==> src/logic/fault_flags_pkg.sv <==
package fault_flags_pkg;

   // ---------------------------------------------------------------
   // Register map
   // ---------------------------------------------------------------
   localparam int          ADDR_W             = 8;
   localparam int          WORD_W             = 32;
   localparam logic [7:0]  FAULT_FLAGS_OFFSET = 8'he2;
   localparam logic [31:0] FAULT_FLAGS_RESET  = 32'h00000000;

   // ---------------------------------------------------------------
   // Field positions
   // ---------------------------------------------------------------
   localparam int POS_ANY_FAULT       = 31;
   localparam int POS_ROTOR_FREQ      = 29;
   localparam int POS_ROTOR_T1        = 28;
   localparam int POS_ROTOR_T2        = 27;
   localparam int POS_BUS_ILIMIT      = 26;
   localparam int POS_PARAM_RL        = 25;
   localparam int POS_PARAM_EMF       = 24;
   localparam int POS_ABN_RATE_LOCK   = 23;
   localparam int POS_ABN_EMF_LOCK    = 22;
   localparam int POS_MOTOR_ABSENT    = 21;
   localparam int POS_ANY_LOCK        = 20;
   localparam int POS_LOCK_ILIMIT     = 19;
   localparam int POS_HW_STALL_ILIMIT = 18;
   localparam int POS_SUPPLY_LOW      = 17;
   localparam int POS_SUPPLY_HIGH     = 16;
   localparam int POS_SPEED_LOOP_SAT  = 15;
   localparam int POS_CURR_LOOP_SAT   = 14;
   localparam int POS_WATCHDOG        = 3;

   // Implemented flag bits (31 is derived, the rest reserved)
   localparam logic [31:0] FLAG_MASK = 32'h3fffc008;
   // Bits that track their source live instead of holding
   localparam logic [31:0] LIVE_MASK = 32'h04000000;

endpackage

==> src/logic/flag_word_if.sv <==
interface flag_word_if;
   logic [31:0] src;
   logic        clear;
   logic [31:0] flags;

   modport bank
   (
      input  src,
      input  clear,
      output flags
   );

   modport ctrl
   (
      output src,
      output clear,
      input  flags
   );
endinterface

==> src/logic/fault_flag_bank.sv <==
module fault_flag_bank
#(
   parameter int          WIDTH     = 32,
   parameter logic [31:0] VALID_MASK = fault_flags_pkg::FLAG_MASK,
   parameter logic [31:0] LIVE       = fault_flags_pkg::LIVE_MASK
)
(
   // Clock and reset
   input  wire logic  mclk,
   input  wire logic  rst_n,
   // Flag word
   flag_word_if.bank  fw
);

   logic [WIDTH-1:0] flag_q;
   logic [WIDTH-1:0] flag_d;

   genvar i;
   generate
      for (i = 0; i < WIDTH; i++)
      begin : g_bit
         always_comb
         begin
            if (!VALID_MASK[i])
               flag_d[i] = 1'b0;
            else if (LIVE[i])
               flag_d[i] = fw.src[i];
            else
               // Set wins over a clear in the same cycle
               flag_d[i] = fw.src[i] | (flag_q[i] & ~fw.clear);
         end
      end
   endgenerate

   always_ff @(posedge mclk)
   begin
      if (!rst_n)
         flag_q <= fault_flags_pkg::FAULT_FLAGS_RESET;
      else
         flag_q <= flag_d;
   end

   assign fw.flags = flag_q;

endmodule

==> src/logic/status_read_port.sv <==
module status_read_port
(
   // Clock and reset
   input  wire logic        mclk,
   input  wire logic        rst_n,
   // Read request
   input  wire logic        rd_en,
   input  wire logic [7:0]  rd_addr,
   input  wire logic [31:0] word,
   // Read answer
   output logic      [31:0] rd_data,
   output logic             rd_valid
);

   logic [31:0] data_q;
   logic [31:0] data_d;
   logic        valid_q;
   logic        valid_d;

   always_comb
   begin
      valid_d = rd_en;
      data_d  = data_q;
      if (rd_en && rd_addr == fault_flags_pkg::FAULT_FLAGS_OFFSET)
         data_d = word;
      else if (rd_en)
         data_d = 32'h00000000;
   end

   always_ff @(posedge mclk)
   begin
      if (!rst_n)
      begin
         data_q  <= fault_flags_pkg::FAULT_FLAGS_RESET;
         valid_q <= 1'b0;
      end
      else
      begin
         data_q  <= data_d;
         valid_q <= valid_d;
      end
   end

   assign rd_data  = data_q;
   assign rd_valid = valid_q;

endmodule

==> src/logic/motor_controller_fault_flags.sv <==
module motor_controller_fault_flags
(
   // Clock and reset
   input  wire logic        mclk,
   input  wire logic        rst_n,
   // Fault sources from the control algorithm
   input  wire logic        rotor_detect_frequency_error,
   input  wire logic        rotor_detect_timing_one_error,
   input  wire logic        rotor_detect_timing_two_error,
   input  wire logic        bus_current_limit_active,
   input  wire logic        param_measure_rl_error,
   input  wire logic        param_measure_emf_error,
   input  wire logic        abnormal_rotation_rate_lock,
   input  wire logic        abnormal_emf_lock,
   input  wire logic        motor_absent_fault,
   input  wire logic        stall_current_fault,
   input  wire logic        hardware_stall_current_fault,
   input  wire logic        supply_low_fault,
   input  wire logic        supply_high_fault,
   input  wire logic        speed_loop_saturated,
   input  wire logic        current_loop_saturated,
   input  wire logic        watchdog_timeout,
   // Device-level fault clear
   input  wire logic        fault_clear,
   // Register read port
   input  wire logic        rd_en,
   input  wire logic [7:0]  rd_addr,
   output logic      [31:0] rd_data,
   output logic             rd_valid,
   // Summary
   output logic             any_fault
);

   // ---------------------------------------------------------------
   // Source word
   // ---------------------------------------------------------------
   flag_word_if fw ();

   logic [31:0] src;
   logic        any_lock;

   always_comb
   begin
      // Combined lock indicator over the five lock types
      any_lock = abnormal_rotation_rate_lock | abnormal_emf_lock
               | motor_absent_fault | stall_current_fault
               | hardware_stall_current_fault;
      src = 32'h00000000;
      src[fault_flags_pkg::POS_ROTOR_FREQ]      =
         rotor_detect_frequency_error;
      src[fault_flags_pkg::POS_ROTOR_T1]        =
         rotor_detect_timing_one_error;
      src[fault_flags_pkg::POS_ROTOR_T2]        =
         rotor_detect_timing_two_error;
      src[fault_flags_pkg::POS_BUS_ILIMIT]      =
         bus_current_limit_active;
      src[fault_flags_pkg::POS_PARAM_RL]        =
         param_measure_rl_error;
      src[fault_flags_pkg::POS_PARAM_EMF]       =
         param_measure_emf_error;
      src[fault_flags_pkg::POS_ABN_RATE_LOCK]   =
         abnormal_rotation_rate_lock;
      src[fault_flags_pkg::POS_ABN_EMF_LOCK]    =
         abnormal_emf_lock;
      src[fault_flags_pkg::POS_MOTOR_ABSENT]    =
         motor_absent_fault;
      src[fault_flags_pkg::POS_ANY_LOCK]        = any_lock;
      src[fault_flags_pkg::POS_LOCK_ILIMIT]     =
         stall_current_fault;
      src[fault_flags_pkg::POS_HW_STALL_ILIMIT] =
         hardware_stall_current_fault;
      src[fault_flags_pkg::POS_SUPPLY_LOW]      =
         supply_low_fault;
      src[fault_flags_pkg::POS_SUPPLY_HIGH]     =
         supply_high_fault;
      src[fault_flags_pkg::POS_SPEED_LOOP_SAT]  =
         speed_loop_saturated;
      src[fault_flags_pkg::POS_CURR_LOOP_SAT]   =
         current_loop_saturated;
      src[fault_flags_pkg::POS_WATCHDOG]        =
         watchdog_timeout;
   end

   assign fw.src   = src;
   assign fw.clear = fault_clear;

   // ---------------------------------------------------------------
   // Held flags
   // ---------------------------------------------------------------
   fault_flag_bank u_bank
   (
      .mclk  (mclk),
      .rst_n (rst_n),
      .fw    (fw)
   );

   logic [31:0] word;

   always_comb
   begin
      word = fw.flags & fault_flags_pkg::FLAG_MASK;
      word[fault_flags_pkg::POS_ANY_FAULT] = |word;
   end

   // ---------------------------------------------------------------
   // Summary output
   // ---------------------------------------------------------------
   logic any_q;
   logic any_d;

   always_comb
   begin
      any_d = word[fault_flags_pkg::POS_ANY_FAULT];
   end

   always_ff @(posedge mclk)
   begin
      if (!rst_n)
         any_q <= 1'b0;
      else
         any_q <= any_d;
   end

   assign any_fault = any_q;

   // ---------------------------------------------------------------
   // Read port; no write path exists, so the word is read-only
   // ---------------------------------------------------------------
   status_read_port u_read
   (
      .mclk     (mclk),
      .rst_n    (rst_n),
      .rd_en    (rd_en),
      .rd_addr  (rd_addr),
      .word     (word),
      .rd_data  (rd_data),
      .rd_valid (rd_valid)
   );

endmodule

==> config.mk <==
export PLATFORM = sky130hd
export DESIGN_NAME = motor_controller_fault_flags
export DESIGN_NICKNAME = d
export VERILOG_FILES = /design/src/logic/fault_flags_pkg.sv /design/src/logic/flag_word_if.sv /design/src/logic/fault_flag_bank.sv /design/src/logic/status_read_port.sv /design/src/logic/motor_controller_fault_flags.sv
export SDC_FILE = /design/constraint.sdc
export NUM_CORES = 1
export LEC_CHECK = 0
export BUFFER_PORTS_ARGS = -buffer_cell sky130_fd_sc_hd__buf_2
export CAP_MARGIN = 15
export CORE_UTILIZATION = 51
export DETAILED_ROUTE_END_ITERATION = 8
export GPL_ROUTABILITY_DRIVEN = 1
export PLACE_DENSITY = 0.84
export SYNTH_ARGS = -nofsm -noshare
export SYNTH_HDL_FRONTEND = slang
export SYNTH_SLANG_ARGS = --single-unit
==> constraint.sdc <==
create_clock -name mclk -period 2.6 [get_ports mclk]
set_input_delay 0.52 -clock mclk [delete_from_list [all_inputs] [get_ports mclk]]
set_output_delay 0.52 -clock mclk [all_outputs]
set_load 0.01 [all_outputs]
==> impl_metrics.toml <==
[outcome]
status = "finished, violations left"
violations = "design-rule violations"

[global_route]
antenna_found_initial = 0
grt_usage_pct = 19.4
grt_pass1_vias = 1049
grt_max_degree = 38
grt_pass1_wl_mm = 4.72
grt_overflow = 0

[worst_setup_path]
worst_setup_path_end_kind = "register"
critical_path_arrival_ps = 1950
path_class = "in2reg"
worstPathRequired_ps = 2870
crit_start = "rd_en"
critPathMaxFanout = 20
critPathLaunchType = "input port"
rr_startpoint = "u_bank.fw.flags[24]"

[drt]
routed_wl_mm = 2.97
drt_pre_antenna_iters = 7
route.detailed.drc = 16
drt_iter0_drc = 28
wl_met1_mm = 1.32
ant_nets = 0
met3_wirelength_um = 214
top_layer_used = "met4"
avgRoutedWirePerCell_um = 12.6
vias_per_cell = 5.08
route.vias.total = 1200
wl_met2_mm = 1.39

[finish]
fin_util_pct = 64.0
layout-drive-gt1-share_pct = 28.3
fin_cells = 236
finalNetCount = 232
diodes = 0
area_growth_pct = 16.8
final_area_um2 = 1790

[timing]
min_period_over_period_pct = 64.5
worst_pin_slew_ps = 547
skew_ps = 15.3
slew_headroom_pct = 63.3
hold_viol = 0
finalSetupViolations = 0
report.final.slew_viol_count = 0
max_freq_ghz = 0.596
fin_crit_ps = 1680
rsz0062_at_grt = "false"
fin_tns_setup_ps = 0

[synthesis]
yosys.area_share.simple_pct = 27.5
synthesis.area_um2 = 1540
yosysSeqAreaShare_pct = 48.2
yosys_register_bits = 37
synth_cell_types = 21
synth_compound_area_share_pct = 14.5
avgSynthCellArea_um2 = 9.72
postSynthCellCount = 158
synthMuxAreaShare_pct = 0
synth_adder_area_share_pct = 0
synth_top_family_by_area = "simple AND/OR/NAND/NOR gates"
yosysWarnings = 0
synth-xor-area-share_pct = 0

[pwr]
power_density_nw_per_um2 = 569
leakagePower_nw = 0.838
ir_worst_vdd_v = 0.000409

[die]
num_rows = 19
fp.dieArea_um2 = 3240
die_h_um = 56.9
fp.coreArea_um2 = 2810
pin_count = 62
die_w_um = 56.9
start_util_pct = 54.8

[clocking]
clkLatencyLatePin_ps = 340
cts_setup_buffers = 0
htreeDepth = 2
cts.path.max_buffers = 2
cts_tree = "yes"
hold_buffers = 0
post_cts_resized = 0
clk_pin_slew_ps = 110
cts_sinks = 37
cts-root-buf = "clkbuf_4"
numCtsBuffers = 5

[placed_design]
dp.cells = 228
io_buffer_count = 47
gp_congestion = 0.758
hpwlAfterDp_mm = 2.15
place_area_um2 = 1720

[job]
drv_cap = 0

[worst_hold_path]
min_from = "supply_low_fault"
min_path_type = "in2reg"
==> state kept, by name, summed over array words and instances (netlist names) <==
| name | flops |
|---|---|
| u_read.rd_valid | 1 |
| u_bank.fw.flags | 17 |
| u_read.rd_data | 18 |
| any_fault | 1 |
==> synthesized netlist by cell type <==
| master | n | area, µm² |
|---|---|---|
| a21boi_0 | 1 | 7.51 |
| inv_1 | 1 | 3.75 |
| o2bb2ai_1 | 1 | 8.76 |
| nand4_1 | 1 | 6.26 |
| nand2_1 | 1 | 3.75 |
| conb_1 | 1 | 3.75 |
| nand3b_1 | 1 | 7.51 |
| nand4b_4 | 1 | 23.8 |
| o21a_1 | 12 | 90.1 |
| buf_6 | 1 | 11.3 |
| dfxtp_1 | 37 | 741 |
| nor2_1 | 1 | 3.75 |
| nor2b_1 | 39 | 244 |
| a21oi_1 | 21 | 105 |
| and2_1 | 2 | 12.5 |
| o41a_1 | 1 | 11.3 |
| nor4_4 | 1 | 21.3 |
| clkbuf_1 | 7 | 26.3 |
| buf_4 | 14 | 105 |
| nor4_1 | 4 | 25.0 |
| and2b_1 | 10 | 75.1 |
==> logic make-up after synthesis <==
kind of cell    after synthesis
simple gates                 61
flops                        37
compound gates               36
buf+inv                      23
other cells                   1
==> cell type report <==
type                    instances  area (µm²)
well taps                      31        38.8
flip-flops and latches         37         741
clock inverters                 1        5.00
fillers                       244        1010
inverters                       1        3.75
repair buffers                 48         243
clock buffers                   7        65.1
multi-input cells             111         698
==> report_power, final <==
part / switching [mW] / internal (mW) / total (mW)
Combinational: 0.0452 / 0.0413 / 0.0865
Clock: 0.179 / 0.157 / 0.336
Sequential: 0.0136 / 0.585 / 0.599
Total: 0.238 / 0.784 / 1.02
==> final timing paths <==
check	depth (start not counted)	slack (ps)	end
hold reg to reg	2	480	u_read.rd_data[31]
setup reg to reg	4	1150	u_read.rd_data[31]
setup / recovery	6	920	u_read.rd_data[28]
hold / removal	2	380	u_bank.fw.flags[17]
==> worst max-delay path, cell delays in order <==
cell and delay, ps:
buf_2 310, nand4b_4 140, nor4_4 500, buf_4 260, a21oi_1 90, nor2b_1 120
==> routing by layer <==
metal  up-vias  GRT usage [%]
met4         0           8.71
met3         5           5.76
li1        594              -
met5         -              0
met2        50           31.4
met1       551           23.7
==> cell usage in the layout, fill, tap and decap left out, drive strengths merged <==
master   count
conb        14
nor4         5
and2b       10
nand4b       1
and2         2
clkinv       1
nor2         1
nand3b       1
inv          1
o21a        12
nand2        1
nand4        1
o41a         1
dfxtp       37
nor2b       39
a21boi       1
buf         48
a21oi       21
clkbuf       7
o2bb2ai      1
==> per-stage QoR <==
| stage | hold slack, ps | power (mW) | setup WS (ps) |
|---|---|---|---|
| 4_1_cts | 370 | 1.03 | 884 |
| 2_1_floorplan | 475 | 0.677 | 1130 |
| 5_1_grt | 371 | 1.07 | 797 |
| 6_report | 378 | 1.02 | 923 |
| 3_5_place_dp | 460 | 0.699 | 524 |
| 3_3_place_gp | 461 | 0.694 | 664 |
No activity file was read; power rests on OpenSTA's default activity.
